**config.mk**
```make
export PLATFORM = sky130hd
export DESIGN_NAME = cid_core
export DESIGN_NICKNAME = d
export VERILOG_FILES = /design/src/logic/cid_pkg.sv /design/src/logic/cid_ptr_step.sv /design/src/logic/cid_core.sv
export VERILOG_INCLUDE_DIRS = /design/src /design/src/logic
export SDC_FILE = /design/constraint.sdc
export NUM_CORES = 2
export LEC_CHECK = 0
export ABC_AREA = 0
export BUFFER_PORTS_ARGS = -buffer_cell sky130_fd_sc_hd__buf_4
export CORE_MARGIN = 1
export CORE_UTILIZATION = 36
export DETAILED_ROUTE_END_ITERATION = 6
export GPL_ROUTABILITY_DRIVEN = 0
export HOLD_SLACK_MARGIN = 0.08
export PLACE_DENSITY = 0.49
export SYNTH_ARGS = -nofsm -noshare
export SYNTH_HDL_FRONTEND = slang
export SYNTH_SLANG_ARGS = --single-unit
```
**constraint.sdc**
```tcl
create_clock -name hclk -period 16.65 [get_ports hclk]
set_input_delay 0 -clock hclk [delete_from_list [all_inputs] [get_ports hclk]]
set_output_delay 0 -clock hclk [all_outputs]
set_load 0.05 [all_outputs]
```
**src/logic/cid_map.svh**
```systemverilog
// Register map, opcode patterns, field positions and cycle counts
// Operation
// - Word 000B branches relative by the accumulator, two cycles.
// - Word 000A calls the accumulator target, pushes return address, two cycles.
// - 11 0100 kkkk kkkk returns and loads literal into accumulator, two cycles.
// - Word 0063 enters standby in one cycle, updates timeout and power-down flags.
// - 00 0000 0110 0fff copies accumulator to selected direction register, one cycle.
// - 11 0001 0nkk kkkk adds literal to pointer n in one cycle, no flags.
// - Pointer-add literal is signed, -32 to 31, added to the full 16-bit pair.
// - Pointer arithmetic wraps modulo 16 bits.
// - 00 0000 0001 0nmm reads indirect into accumulator with mm modifier, sets zero.
// - 11 1111 0nkk kkkk reads pointer plus offset into accumulator, sets zero.
// - 00 0000 0001 1nmm writes accumulator indirect with mm modifier, flags kept.
// - 11 1111 1nkk kkkk writes accumulator at pointer plus offset, flags kept.
// - Any program counter change except soft reset takes two cycles, the second one idle.
// - Indirect access with pointer top bit set adds one cycle.
// - AND literal into accumulator, zero flag only.
// - Add literal to accumulator, update carry, digit carry and zero.
// - Register AND to accumulator when d is 0, to register when 1, sets zero.
`ifndef CID_MAP_SVH
`define CID_MAP_SVH
`define CID_A_INSN      8'h00
`define CID_A_STAT      8'h04
`define CID_A_ACC       8'h08
`define CID_A_PTR0      8'h0C
`define CID_A_PTR1      8'h10
`define CID_A_PC        8'h14
`define CID_A_STACK     8'h18
`define CID_A_DIR_HI    3'h1
`define CID_ST_BUSY     0
`define CID_ST_ZERO     1
`define CID_ST_DCARRY   2
`define CID_ST_CARRY    3
`define CID_ST_PDOWN    4
`define CID_ST_TMOUT    5
`define CID_ST_BAD      6
`define CID_ST_CYC      9:8
`define CID_HTRANS_NSEQ 2'h2
`define CID_HSIZE_WORD  3'h2
`define CID_OC_NOOP     14'h0000
`define CID_OC_SRESET   14'h0001
`define CID_OC_RET      14'h0008
`define CID_OC_IRET     14'h0009
`define CID_OC_CALLACC  14'h000A
`define CID_OC_BRACC    14'h000B
`define CID_OC_STANDBY  14'h0063
`define CID_OC_WDCLR    14'h0064
`define CID_P8_RETLIT   6'h34
`define CID_P8_ADDLIT   6'h3E
`define CID_P8_ANDLIT   6'h39
`define CID_P8_ANDREG   6'h05
`define CID_P7_PTRADD   7'h62
`define CID_P7_IXRD     7'h7E
`define CID_P7_IXWR     7'h7F
`define CID_P11_DIR     11'h00C
`define CID_P11_INDRD   11'h002
`define CID_P11_INDWR   11'h003
`define CID_P9_RELBR    5'h19
`define CID_P11_CALL    3'h4
`define CID_P11_JUMP    3'h5
`define CID_CYC_ONE     2'h1
`define CID_CYC_EXTRA   2'h1
`define CID_RST_TMOUT   1'b1
`define CID_RST_PDOWN   1'b1
`endif

```
**src/logic/cid_pkg.sv**
```systemverilog
// Types shared by the decoder core
package cid_pkg;
	typedef enum logic [1:0] {
		ST_IDLE = 2'h0,
		ST_EXEC = 2'h1,
		ST_HOLD = 2'h3
	} cid_state_e;
	typedef enum logic [4:0] {
		OP_NO_OPERATION, OP_SOFT_RESET, OP_RETURN, OP_INTERRUPT_RETURN,
		OP_CALL_BY_ACCUMULATOR, OP_BRANCH_BY_ACCUMULATOR, OP_STANDBY,
		OP_WATCHDOG_CLEAR, OP_DIR_LOAD, OP_POINTER_ADD_LITERAL,
		OP_INDIRECT_READ, OP_INDIRECT_WRITE, OP_INDEXED_READ,
		OP_INDEXED_WRITE, OP_CALL, OP_ABSOLUTE_JUMP, OP_RELATIVE_BRANCH,
		OP_RETURN_WITH_LITERAL, OP_AND_LITERAL, OP_ADD_LITERAL,
		OP_AND_REGISTER, OP_UNKNOWN
	} cid_op_e;
	typedef struct packed {
		logic        hsel;
		logic [31:0] haddr;
		logic [1:0]  htrans;
		logic        hwrite;
		logic [2:0]  hsize;
		logic [31:0] hwdata;
		logic        hready;
	} cid_ahb_s;
endpackage

```
**src/logic/cid_ptr_step.sv**
```systemverilog
// Pointer adder wrapping modulo its width
`timescale 1ns/1ps
module cid_ptr_step #(
	parameter int W = 16
) (
	// Operands
	input  wire logic [W-1:0] base,
	input  wire logic [W-1:0] delta,
	// Result
	output logic      [W-1:0] sum
);
	assign sum = base + delta;
endmodule // cid_ptr_step

```
**src/logic/cid_core.sv**
```systemverilog
// Instruction decoder and executor with AHB-Lite register access
//
// Our own choices: the AHB-Lite slave port and the placing of the registers.
`timescale 1ns/1ps
`include "cid_map.svh"
module cid_core #(
	parameter int STACK_DEPTH = 8,
	parameter int DATA_DEPTH  = 128
) (
	// Clock and reset
	input  wire logic              hclk,
	input  wire logic              hresetn,
	// AHB-Lite slave
	input  wire cid_pkg::cid_ahb_s ahb,
	output logic [31:0]            hrdata,
	output logic                   hreadyout,
	output logic                   hresp,
	// Core status
	output logic                   busy,
	output logic                   standby_req,
	output logic                   wdt_clear,
	output logic                   soft_reset
);
	import cid_pkg::*;

	localparam int SW = $clog2(STACK_DEPTH);
	localparam int AW = $clog2(DATA_DEPTH);

	cid_state_e  state;
	cid_state_e  next_state;
	cid_op_e     op;
	logic [13:0] ir;
	logic [7:0]  acc;
	logic [15:0] ptr [2];
	logic [14:0] pc;
	logic [14:0] stack [STACK_DEPTH];
	logic [SW-1:0] sp;
	logic [7:0]  data_mem [DATA_DEPTH];
	logic [7:0]  pin_direction_register [8];
	logic        zero_flag;
	logic        carry_flag;
	logic        digit_carry_flag;
	logic        timeout_flag;
	logic        power_down_flag;
	logic        bad_op;
	logic [1:0]  last_cycles;

	logic        wr_pend;
	logic [7:0]  wr_addr;
	logic        addr_ok;
	logic        bw;
	logic [31:0] rd_mux;
	logic        exec;

	logic        sel;
	logic [15:0] cur_ptr;
	logic [15:0] ptr_lit;
	logic [15:0] ptr_step;
	logic [15:0] ind_addr;
	logic [7:0]  ind_rd;
	logic [7:0]  reg_rd;
	logic        is_ind;
	logic        is_indexed;
	logic        pc_mod;
	logic        slow_ind;
	logic [1:0]  cycles;
	logic [14:0] pc_inc;
	logic [14:0] next_pc;
	logic        push;
	logic        pop;
	logic [8:0]  add_sum;
	logic [4:0]  nib_sum;
	logic [7:0]  and_lit;
	logic [7:0]  and_reg;

	// Opcode classification, exact words before patterns
	always_comb begin
		op = OP_UNKNOWN;
		if (ir == `CID_OC_NOOP)
			op = OP_NO_OPERATION;
		else if (ir == `CID_OC_SRESET)
			op = OP_SOFT_RESET;
		else if (ir == `CID_OC_RET)
			op = OP_RETURN;
		else if (ir == `CID_OC_IRET)
			op = OP_INTERRUPT_RETURN;
		else if (ir == `CID_OC_CALLACC)
			op = OP_CALL_BY_ACCUMULATOR;
		else if (ir == `CID_OC_BRACC)
			op = OP_BRANCH_BY_ACCUMULATOR;
		else if (ir == `CID_OC_STANDBY)
			op = OP_STANDBY;
		else if (ir == `CID_OC_WDCLR)
			op = OP_WATCHDOG_CLEAR;
		else if (ir[13:3] == `CID_P11_DIR)
			op = OP_DIR_LOAD;
		else if (ir[13:3] == `CID_P11_INDRD)
			op = OP_INDIRECT_READ;
		else if (ir[13:3] == `CID_P11_INDWR)
			op = OP_INDIRECT_WRITE;
		else if (ir[13:7] == `CID_P7_PTRADD)
			op = OP_POINTER_ADD_LITERAL;
		else if (ir[13:7] == `CID_P7_IXRD)
			op = OP_INDEXED_READ;
		else if (ir[13:7] == `CID_P7_IXWR)
			op = OP_INDEXED_WRITE;
		else if (ir[13:9] == `CID_P9_RELBR)
			op = OP_RELATIVE_BRANCH;
		else if (ir[13:11] == `CID_P11_CALL)
			op = OP_CALL;
		else if (ir[13:11] == `CID_P11_JUMP)
			op = OP_ABSOLUTE_JUMP;
		else if (ir[13:8] == `CID_P8_RETLIT)
			op = OP_RETURN_WITH_LITERAL;
		else if (ir[13:8] == `CID_P8_ANDLIT)
			op = OP_AND_LITERAL;
		else if (ir[13:8] == `CID_P8_ADDLIT)
			op = OP_ADD_LITERAL;
		else if (ir[13:8] == `CID_P8_ANDREG)
			op = OP_AND_REGISTER;
	end

	// Pointer selection and effective address
	assign is_ind     = (op == OP_INDIRECT_READ) || (op == OP_INDIRECT_WRITE);
	assign is_indexed = (op == OP_INDEXED_READ) || (op == OP_INDEXED_WRITE);
	assign sel        = is_ind ? ir[2] : ir[6];
	assign cur_ptr    = ptr[sel];

	cid_ptr_step #(
		.W (16)
	) u_lit (
		.base  (cur_ptr),
		.delta ({{10{ir[5]}}, ir[5:0]}),
		.sum   (ptr_lit)
	);

	cid_ptr_step #(
		.W (16)
	) u_step (
		.base  (cur_ptr),
		.delta (ir[0] ? 16'hFFFF : 16'h0001),
		.sum   (ptr_step)
	);

	// Modifier: bit 1 selects post, bit 0 selects decrement
	assign ind_addr = is_indexed ? ptr_lit : (ir[1] ? cur_ptr : ptr_step);
	assign ind_rd   = data_mem[ind_addr[AW-1:0]];
	assign reg_rd   = data_mem[AW'(ir[6:0])];

	// Cycle count per instruction
	assign pc_mod = (op == OP_CALL) || (op == OP_ABSOLUTE_JUMP) ||
		(op == OP_RELATIVE_BRANCH) || (op == OP_BRANCH_BY_ACCUMULATOR) ||
		(op == OP_CALL_BY_ACCUMULATOR) || (op == OP_RETURN) ||
		(op == OP_INTERRUPT_RETURN) || (op == OP_RETURN_WITH_LITERAL);
	assign slow_ind = (is_ind || is_indexed) && cur_ptr[15];
	assign cycles   = `CID_CYC_ONE + (pc_mod ? `CID_CYC_EXTRA : 2'h0) +
		(slow_ind ? `CID_CYC_EXTRA : 2'h0);

	// Arithmetic
	assign add_sum = {1'b0, acc} + {1'b0, ir[7:0]};
	assign nib_sum = {1'b0, acc[3:0]} + {1'b0, ir[3:0]};
	assign and_lit = acc & ir[7:0];
	assign and_reg = acc & reg_rd;

	// Program counter flow
	assign pc_inc = pc + 15'h0001;
	assign push   = (op == OP_CALL) || (op == OP_CALL_BY_ACCUMULATOR);
	assign pop    = (op == OP_RETURN) || (op == OP_INTERRUPT_RETURN) ||
		(op == OP_RETURN_WITH_LITERAL);

	always_comb begin
		next_pc = pc_inc;
		unique case (op)
			OP_CALL, OP_ABSOLUTE_JUMP: begin
				next_pc = {pc[14:11], ir[10:0]};
			end
			OP_RELATIVE_BRANCH: begin
				next_pc = pc_inc + {{6{ir[8]}}, ir[8:0]};
			end
			OP_BRANCH_BY_ACCUMULATOR: begin
				next_pc = pc_inc + {7'h00, acc};
			end
			OP_CALL_BY_ACCUMULATOR: begin
				next_pc = {pc[14:8], acc};
			end
			OP_RETURN, OP_INTERRUPT_RETURN, OP_RETURN_WITH_LITERAL: begin
				next_pc = stack[sp - SW'(1)];
			end
			OP_SOFT_RESET: begin
				next_pc = 15'h0000;
			end
			default: begin
				next_pc = pc_inc;
			end
		endcase
	end

	// AHB-Lite address phase
	assign addr_ok = ahb.hsel && ahb.hready && (ahb.htrans == `CID_HTRANS_NSEQ) &&
		(ahb.hsize == `CID_HSIZE_WORD);

	always_comb begin
		rd_mux = 32'h0000_0000;
		if (ahb.haddr[31:8] == 24'h00_0000) begin
			if (ahb.haddr[7:5] == `CID_A_DIR_HI)
				rd_mux = {24'h00_0000, pin_direction_register[ahb.haddr[4:2]]};
			else begin
				unique case (ahb.haddr[7:0])
					`CID_A_INSN:  rd_mux = {18'h0_0000, ir};
					`CID_A_ACC:   rd_mux = {24'h00_0000, acc};
					`CID_A_PTR0:  rd_mux = {16'h0000, ptr[0]};
					`CID_A_PTR1:  rd_mux = {16'h0000, ptr[1]};
					`CID_A_PC:    rd_mux = {17'h0_0000, pc};
					`CID_A_STACK: rd_mux = 32'(sp);
					`CID_A_STAT: begin
						rd_mux[`CID_ST_BUSY]   = (state != ST_IDLE);
						rd_mux[`CID_ST_ZERO]   = zero_flag;
						rd_mux[`CID_ST_DCARRY] = digit_carry_flag;
						rd_mux[`CID_ST_CARRY]  = carry_flag;
						rd_mux[`CID_ST_PDOWN]  = power_down_flag;
						rd_mux[`CID_ST_TMOUT]  = timeout_flag;
						rd_mux[`CID_ST_BAD]    = bad_op;
						rd_mux[`CID_ST_CYC]    = last_cycles;
					end
					default: rd_mux = 32'h0000_0000;
				endcase
			end
		end
	end

	always_ff @(posedge hclk or negedge hresetn) begin
		if (!hresetn) begin
			wr_pend   <= 1'b0;
			wr_addr   <= 8'h00;
			hrdata    <= 32'h0000_0000;
			hreadyout <= 1'b1;
			hresp     <= 1'b0;
		end else begin
			wr_pend   <= addr_ok && ahb.hwrite && (ahb.haddr[31:8] == 24'h00_0000);
			wr_addr   <= ahb.haddr[7:0];
			hrdata    <= (addr_ok && !ahb.hwrite) ? rd_mux : 32'h0000_0000;
			hreadyout <= 1'b1;
			hresp     <= 1'b0;
		end
	end

	// Data phase write, taken only while idle
	assign bw   = wr_pend && (state == ST_IDLE);
	assign exec = (state == ST_EXEC);

	// Sequencer
	always_comb begin
		next_state = state;
		unique case (state)
			ST_IDLE: if (bw && wr_addr == `CID_A_INSN) next_state = ST_EXEC;
			ST_EXEC: next_state = (cycles > `CID_CYC_ONE) ? ST_HOLD : ST_IDLE;
			ST_HOLD: next_state = ST_IDLE;
			default: next_state = ST_IDLE;
		endcase
	end

	always_ff @(posedge hclk or negedge hresetn) begin
		if (!hresetn) begin
			state       <= ST_IDLE;
			busy        <= 1'b0;
			last_cycles <= 2'h0;
		end else begin
			state <= next_state;
			busy  <= (next_state != ST_IDLE);
			if (exec)
				last_cycles <= cycles;
		end
	end

	// Instruction register
	always_ff @(posedge hclk or negedge hresetn) begin
		if (!hresetn)
			ir <= `CID_OC_NOOP;
		else if (bw && wr_addr == `CID_A_INSN)
			ir <= ahb.hwdata[13:0];
	end

	// Accumulator
	always_ff @(posedge hclk or negedge hresetn) begin
		if (!hresetn)
			acc <= 8'h00;
		else if (bw && wr_addr == `CID_A_ACC)
			acc <= ahb.hwdata[7:0];
		else if (exec) begin
			unique case (op)
				OP_INDIRECT_READ, OP_INDEXED_READ: acc <= ind_rd;
				OP_RETURN_WITH_LITERAL: acc <= ir[7:0];
				OP_AND_LITERAL: acc <= and_lit;
				OP_ADD_LITERAL: acc <= add_sum[7:0];
				OP_AND_REGISTER: if (!ir[7]) acc <= and_reg;
				OP_SOFT_RESET: acc <= 8'h00;
				default: acc <= acc;
			endcase
		end
	end

	// Status flags
	always_ff @(posedge hclk or negedge hresetn) begin
		if (!hresetn) begin
			zero_flag        <= 1'b0;
			carry_flag       <= 1'b0;
			digit_carry_flag <= 1'b0;
			timeout_flag     <= `CID_RST_TMOUT;
			power_down_flag  <= `CID_RST_PDOWN;
		end else if (exec) begin
			unique case (op)
				OP_INDIRECT_READ, OP_INDEXED_READ: zero_flag <= (ind_rd == 8'h00);
				OP_AND_LITERAL: zero_flag <= (and_lit == 8'h00);
				OP_AND_REGISTER: zero_flag <= (and_reg == 8'h00);
				OP_ADD_LITERAL: begin
					zero_flag        <= (add_sum[7:0] == 8'h00);
					carry_flag       <= add_sum[8];
					digit_carry_flag <= nib_sum[4];
				end
				OP_STANDBY: begin
					timeout_flag    <= 1'b1;
					power_down_flag <= 1'b0;
				end
				OP_WATCHDOG_CLEAR: begin
					timeout_flag    <= 1'b1;
					power_down_flag <= 1'b1;
				end
				default: zero_flag <= zero_flag;
			endcase
		end
	end

	// Pointer pairs
	always_ff @(posedge hclk or negedge hresetn) begin
		if (!hresetn) begin
			ptr[0] <= 16'h0000;
			ptr[1] <= 16'h0000;
		end else if (bw && wr_addr == `CID_A_PTR0)
			ptr[0] <= ahb.hwdata[15:0];
		else if (bw && wr_addr == `CID_A_PTR1)
			ptr[1] <= ahb.hwdata[15:0];
		else if (exec) begin
			if (op == OP_POINTER_ADD_LITERAL)
				ptr[sel] <= ptr_lit;
			else if (is_ind)
				ptr[sel] <= ptr_step;
			else if (op == OP_SOFT_RESET) begin
				ptr[0] <= 16'h0000;
				ptr[1] <= 16'h0000;
			end
		end
	end

	// Program counter and return stack
	always_ff @(posedge hclk or negedge hresetn) begin
		if (!hresetn) begin
			pc <= 15'h0000;
			sp <= '0;
		end else if (bw && wr_addr == `CID_A_PC)
			pc <= ahb.hwdata[14:0];
		else if (exec) begin
			pc <= next_pc;
			if (op == OP_SOFT_RESET)
				sp <= '0;
			else if (push)
				sp <= sp + SW'(1);
			else if (pop)
				sp <= sp - SW'(1);
		end
	end

	always_ff @(posedge hclk) begin
		if (exec && push)
			stack[sp] <= pc_inc;
	end

	// Data memory
	always_ff @(posedge hclk) begin
		if (exec) begin
			if (op == OP_INDIRECT_WRITE || op == OP_INDEXED_WRITE)
				data_mem[ind_addr[AW-1:0]] <= acc;
			else if (op == OP_AND_REGISTER && ir[7])
				data_mem[AW'(ir[6:0])] <= and_reg;
		end
	end

	// Direction registers
	always_ff @(posedge hclk or negedge hresetn) begin
		if (!hresetn) begin
			for (int i = 0; i < 8; i++)
				pin_direction_register[i] <= 8'hFF;
		end else if (exec && op == OP_DIR_LOAD)
			pin_direction_register[ir[2:0]] <= acc;
	end

	// Side effects and error flag
	always_ff @(posedge hclk or negedge hresetn) begin
		if (!hresetn) begin
			standby_req <= 1'b0;
			wdt_clear   <= 1'b0;
			soft_reset  <= 1'b0;
			bad_op      <= 1'b0;
		end else begin
			wdt_clear  <= exec && (op == OP_WATCHDOG_CLEAR);
			soft_reset <= exec && (op == OP_SOFT_RESET);
			if (exec && op == OP_STANDBY)
				standby_req <= 1'b1;
			else if (bw && wr_addr == `CID_A_INSN)
				standby_req <= 1'b0;
			if (exec && op == OP_UNKNOWN)
				bad_op <= 1'b1;
			else if (bw && wr_addr == `CID_A_INSN)
				bad_op <= 1'b0;
		end
	end
endmodule // cid_core

```
# Word level (Yosys, flattened, before mapping)
# Memories as Yosys holds them, arrays and structs flattened.
# Cells that the tools add are included.
# totals
mem_count	2
out_inout_bits	38
register_bits	190
wordCells	272
ramBits	1144
in_bits	74
# mem_list
name	words	width	rd	rd_ports_with_merged_regs	wr	line_no	source
data_mem	128	8	2	0	1	cid_core.sv:38	logic [7:0] data_mem [DATA_DEPTH];
stack	8	15	1	0	1	cid_core.sv:36	logic [14:0] stack [STACK_DEPTH];
# classes
n_addsub	11
reduce_logical	73
n_bitwise	7
muxes	84
order_cmp	6
n_eq_ne	59
# op_table
operator	count
16-bit two-way mux	10
32-bit two-way mux	5
15-bit one-hot mux with 6 select lines	1
5-bit two-way mux	17
32-bit bitwise mux	2
64-bit bitwise mux	1
14-bit by 4-bit == test with 1-bit output, second input constant	4
8-bit two-way mux	7
7-bit one-hot mux with 7 select lines	1
8-bit zero test	6
8-bit one-hot mux with 6 select lines	1
5-bit by 4-bit == test with 1-bit output, second input constant	8
8-bit by 5-bit == test with 1-bit output, second input constant	5
5-bit == test, second input constant	7
16-bit adder	2
8-bit by 4-bit == test with 1-bit output, second input constant	4
15-bit two-way mux	2
14-bit by 7-bit == test with 1-bit output, second input constant	2
8-bit binary-select mux with 3-bit select	1
8-bit demux with 3-bit select	1
24-bit zero test	1
6-bit one-hot mux with 4 select lines	1
11-bit by 2-bit == test with 1-bit output, second input constant	2
1-bit logical AND	22
other kinds (58)	127

# Logic depth before layout (Yosys ltp)
# logic_depth
ltp_word	37
depth_mapped	26

# Cells and area by module
# A second synthesis with hierarchy kept.
# unflattened
cells_unflattened	5194
area_unflattened_um2	68286.7
# by_module_without_submodules
module	seq_area_each_um2	area_each_um2	cells_each	instances
cid_core	38788.5	66762.8	4997	1
cid_ptr_step (u_lit)	0.0	805.8	104	1
cid_ptr_step (u_step)	0.0	718.2	93	1

# Worst setup path before layout
# Ideal clock, no wire load.
# synth_path
kind	reg2reg
start	register ir[0]
end	memory data_mem[0][6], data pin
path_buffers	4
setup_time_ns	1.238
arrival_ns	8.061
path_stages_with_launch	10
path_slack_ns	7.351
cell_sequence	dfrtp_1 -> clkbuf_1 -> clkbuf_1 -> buf_1 -> clkbuf_1 -> mux4_2 -> mux4_2 -> mux4_2 -> mux2i_1 -> a21boi_0
# synth_via
elab_chain_len	17
word_cells_on_any_way	29
# synth_lines
item	line_no	source
start: declaration	cid_core.sv:32	logic [13:0] ir;
start signal: assignment	cid_core.sv:278	ir <= `CID_OC_NOOP;
start signal: assignment	cid_core.sv:280	ir <= ahb.hwdata[13:0];
14-bit by 7-bit == test with 1-bit output (no source line)	-	
5-bit two-way mux	cid_core.sv:93	else if (ir == `CID_OC_WDCLR)
5-bit two-way mux	cid_core.sv:91	else if (ir == `CID_OC_STANDBY)
5-bit two-way mux	cid_core.sv:89	else if (ir == `CID_OC_BRACC)
5-bit two-way mux	cid_core.sv:87	else if (ir == `CID_OC_CALLACC)
5-bit two-way mux	cid_core.sv:85	else if (ir == `CID_OC_IRET)
5-bit two-way mux	cid_core.sv:83	else if (ir == `CID_OC_RET)
5-bit two-way mux	cid_core.sv:81	else if (ir == `CID_OC_SRESET)
5-bit two-way mux	cid_core.sv:79	if (ir == `CID_OC_NOOP)
5-bit == test	cid_core.sv:382	else if (op == OP_AND_REGISTER && ir[7])
1-bit logical AND	cid_core.sv:382	
1-bit two-way mux	cid_core.sv:382	
1-bit two-way mux	cid_core.sv:380	if (op == OP_INDIRECT_WRITE || op == OP_INDEXED_WRITE)
1-bit two-way mux	cid_core.sv:379	if (exec) begin
1-bit two-way mux (implied by the code)	cid_core.sv:383	data_mem[AW'(ir[6:0])] <= and_reg;
8-bit OR reduction (no source line)	-	
8-bit two-way mux (no source line) (*)	-	
end: declaration	cid_core.sv:38	
# Every way passes the cells marked *; elsewhere a longest branch is shown, timed or not.

# Worst setup path in the final report
# layout_path
start	register ir[7]
end	register acc[1]
# layout_via
elab_chain_len	29
word_cells_on_any_way	56
# layout_lines
item	line_no	source
7-bit == test (no source line)	-	
5-bit two-way mux	cid_core.sv:105	else if (ir[13:7] == `CID_P7_IXWR)
5-bit two-way mux	cid_core.sv:103	else if (ir[13:7] == `CID_P7_IXRD)
5-bit two-way mux	cid_core.sv:101	else if (ir[13:7] == `CID_P7_PTRADD)
5-bit two-way mux	cid_core.sv:99	else if (ir[13:3] == `CID_P11_INDWR)
5-bit two-way mux	cid_core.sv:97	else if (ir[13:3] == `CID_P11_INDRD)
5-bit two-way mux	cid_core.sv:95	else if (ir[13:3] == `CID_P11_DIR)
5-bit two-way mux	cid_core.sv:93	
[... 10 more ...]	-	
1-bit NOT with 2-bit output (implied by the code)	cid_core.sv:127	assign cur_ptr = ptr[sel];
16-bit two-way mux (implied by the code) (3 in series)	cid_core.sv:127	
16-bit adder	cid_ptr_step.sv:12	assign sum = base + delta;
7-bit two-way mux (2 in series)	cid_core.sv:146	assign ind_addr = is_indexed ? ptr_lit : (ir[1] ? cur_ptr : ptr_step);
memory read 128 x 8 bit	-	
8-bit one-hot mux with 6 select lines	cid_core.sv:290	unique case (op)
8-bit two-way mux	cid_core.sv:289	else if (exec) begin
8-bit two-way mux	cid_core.sv:287	else if (bw && wr_addr == `CID_A_ACC)
end signal: assignment	cid_core.sv:288	acc <= ahb.hwdata[7:0];
end signal: assignment	cid_core.sv:291	OP_INDIRECT_READ, OP_INDEXED_READ: acc <= ind_rd;
end signal: assignment	cid_core.sv:292	OP_RETURN_WITH_LITERAL: acc <= ir[7:0];
end: declaration	cid_core.sv:33	logic [7:0] acc;
# Several ways; a longest one is shown, not always the timed one. The select of a mux whose other input is x is not followed.
# A chain may end at the register's enable or synchronous reset.

==> reports/metrics.cfg <==
[clock_tree]
clockRootBuffer = clkbuf_16
worstSkewPairLatency_ns = 0.82
clockBufferDepth = 3
path_clk_slew_ns = 0.06
clock_sinks = 1318
cts_made_buffers = 150
htree_levels = 4
cts_tree = yes

[die]
num_rows = 157
die_height_um = 431.3
ios = 112
start_util_pct = 36.25
dieWidth_um = 431.3
coreArea_sq_um = 183100
die_area_sq_um = 186100

[setup_path]
reg2regPathDepth = 20
cp-start-kind = register
worst_ep_arrival_time_ns = 9.04
timing.rr.start = ir[7]
critPathCapture = acc[1]
crit_fanout = 147
required_ns = 17.38
reg2reg_slack_ns = 8.35
worst-setup-path-type = reg2reg
timing.rr.end = acc[1]
worstSetupStartpoint = ir[7]
critPathCaptureType = register

[grt]
first_global_vias = 44221
grt_max_degree = 148
antenna_found_initial = 10
grtUsageTotal_pct = 24.85
overflow = 0
grt_pass1_wl_um = 332600

[synthesis]
yosysUniqueCellTypes = 97
ys.flop_type = edfxtp_1
ys_seq_elements = 1318
synth_top_area_cell = edfxtp_1
syn-cell-area_sq_um = 66360
ys_async_sr_fraction_pct = 13.20
synth_top_area_share_pct = 51.77
synth_area_leaders = edfxtp_1 52%, mux4_2 15%, dfrtp_1 4.1%, nand2_1 3.5%, dfstp_2 2.6%
yosysSeqAreaShare_pct = 58.45
synth.avg_cell_area_sq_um = 14.09
yosys_warnings = 0
syn_inst = 4711
synth_edf_count = 1144

[pwr]
power.switching_uw = 1478
fin_total_pwr_uw = 6881
irDropWorstVdd_uv = 70.23
p_leak_uw = 0.02604
internal_power_uw = 5403
p_clk_share_pct = 47.6
power_per_cell_area_nw_per_um2 = 91.92
switching_share_pct = 21.48
seqPwrFrac_pct = 51.5
pwr-share-comb_pct = 0.9

[run_status]
status = complete, but fails checks
violations = design-rule violations, max-capacitance violations

[finish]
final_core_util_pct = 40.89
fill_cells = 16774
drive_gt1_share_pct = 21.66
fin_nets = 4864
fin_area_sq_um = 74860
multi_input_area_sq_um = 25820
register_area_sq_um = 38810
final_cell_mix = 1144 x edfxtp_1, 624 x nand2_1, 443 x mux4_2, 242 x nor2_1, 189 x buf_4
syn_to_final_growth_pct = 12.81
layout_commonest_cell = edfxtp_1

[placement]
placed_area_sq_um = 69450
dp.final_hpwl_um = 145400
io_buffer_count = 77

[routing]
routed_wl_um = 234100
vias = 45079
post-route-drc-count = 5
via_per_inst = 6.163
drtAntennaViolNets = 0
dr.pass1.iters = 7
drt_iter0_drc = 5331
wl_per_cell_um = 32.00

[sta]
slew_headroom_pct = 2.020
min_period_ns = 8.305
worst_pin_slew_ns = 1.451
finClkSkew_ns = 0.07223
post-route-period-util_pct = 49.88
max_freq_ghz = 0.1204
rsz0062_at_grt = false
fin_tns_setup_ns = 0
drv_slew = 0
finalSetupViolations = 0
finalHoldViolCount = 0

[hold_path]
min_delay_path_depth = 5
hold_class = in2reg

[job]
max-cap-violations = 1

## logic make-up after synthesis
group / share of synthesized area (%)
DFF: 58.45
buffers and inverters: 3.111
muxes: 17.35
xor gates and xnor gates: 0.7259
other: 0.01132
adders and majority gates: 1.214
and+or+nand+nor: 8.969
AOI/OAI and AO/OA: 10.17
## worst max-delay path, cell delays in order, from the launching register on
cell and delay (ns):
dfrtp_1 0.87, nor3_2 0.18, a31o_1 0.25, buf_4 0.23, nand2_1 0.10, nand2_1 0.15, fa_1 0.60, nor2_1 0.08
a21oi_1 0.29, o221ai_4 0.26, nand2_8 0.61, buf_12 0.59, buf_4 0.71, nand2_1 0.11, and3_1 0.20, a311oi_1 0.27
nor3_1 0.20, or4_1 0.58, o41ai_1 1.17, a21oi_1 0.20, o21ai_1 0.16
## cell type report
| type | instances | area share (%) |
|---|---|---|
| clock buffers | 198 | 5.350 |
| clock inverters | 74 | 1.036 |
| diodes | 3 | 0.01003 |
| inverters | 28 | 0.1404 |
| repair buffers | 261 | 3.020 |
| flip-flops and latches | 1318 | 51.84 |
| multi-input cells | 2969 | 34.49 |
| well taps | 2464 | 4.118 |
## Yosys cell counts (42+ instances only)
cell / count
a21o_1: 42
buf_4: 43
buf_2: 117
dfrtp_1: 109
clkbuf_1: 204
edfxtp_1: 1144
a22oi_1: 50
and3_1: 138
nor2_1: 249
mux2i_1: 79
dfstp_2: 65
nand3_1: 94
nand2_1: 627
ha_1: 58
mux4_2: 443
o21ai_0: 113
a311oi_1: 95
a31oi_1: 54
mux2_2: 66
a211oi_1: 104
a21oi_1: 152
nor3_1: 45
## power groups by stage
stage | sequential, uW | clock [uW] | combinational [uW]
finish | 3540 | 3280 | 60.9
global route | 3540 | 3440 | 64.5
CTS | 3540 | 3320 | 61.1
detailed placement | 3610 | 0 | 48.5
global placement | 3610 | 0 | 48.4
floorplan | 3610 | 0 | 22.3
## layer usage
metal / vias to the layer above / global-route usage (%) / share of wire [%]
met3: 420 / 3.860 / 7.8
met1: 23511 / 34.83 / 42
met2: 2225 / 38.85 / 46
met4: 6 / 9.429 / 4.1
li1: 18917 / - / -
met5: - / 0 / 0.016
## stage by stage
step	worst slack (ns)	instances	hold WS, ns
after detailed placement	8.627	6979	0.003207
after global routing	8.125	7312	0.1261
final	8.345	7315	0.1043
after CTS	8.607	7312	0.08225
after global placement	8.684	6979	0.005515
after floorplan	7.351	4727	-0.2956
## flip-flops by register name, indices dropped and copies added, names as in the netlist, 2 cells and up
| name | cells |
|---|---|
| sp | 3 |
| ptr | 32 |
| acc | 8 |
| ir | 14 |
| pc | 15 |
| wr_addr | 8 |
| data_mem | 1024 |
| last_cycles | 2 |
| pin_direction_register | 64 |
| stack | 120 |
| state | 2 |
| hrdata | 16 |
## how the worst min path moves through the flow
stage | to | from | slack [ns]
after global routing | pc[14] | ahb[15] | 0.13
final | wr_pend | ahb[33] | 0.10
after floorplan | acc[0] | hresetn | -0.30
after global placement | pc[13] | hresetn | 0.006
after detailed placement | pc[13] | hresetn | 0.003
after CTS | wr_pend | ahb[33] | 0.08
## what timing repair did
item / 4_1_cts / 5_1_grt
gates resized for setup: 0 / 0
buffers inserted: 0 / 0
endpoints found under the hold margin: 201 / 0
hold buffers: 61 / 0
No activity file was read; power rests on OpenSTA's default activity.
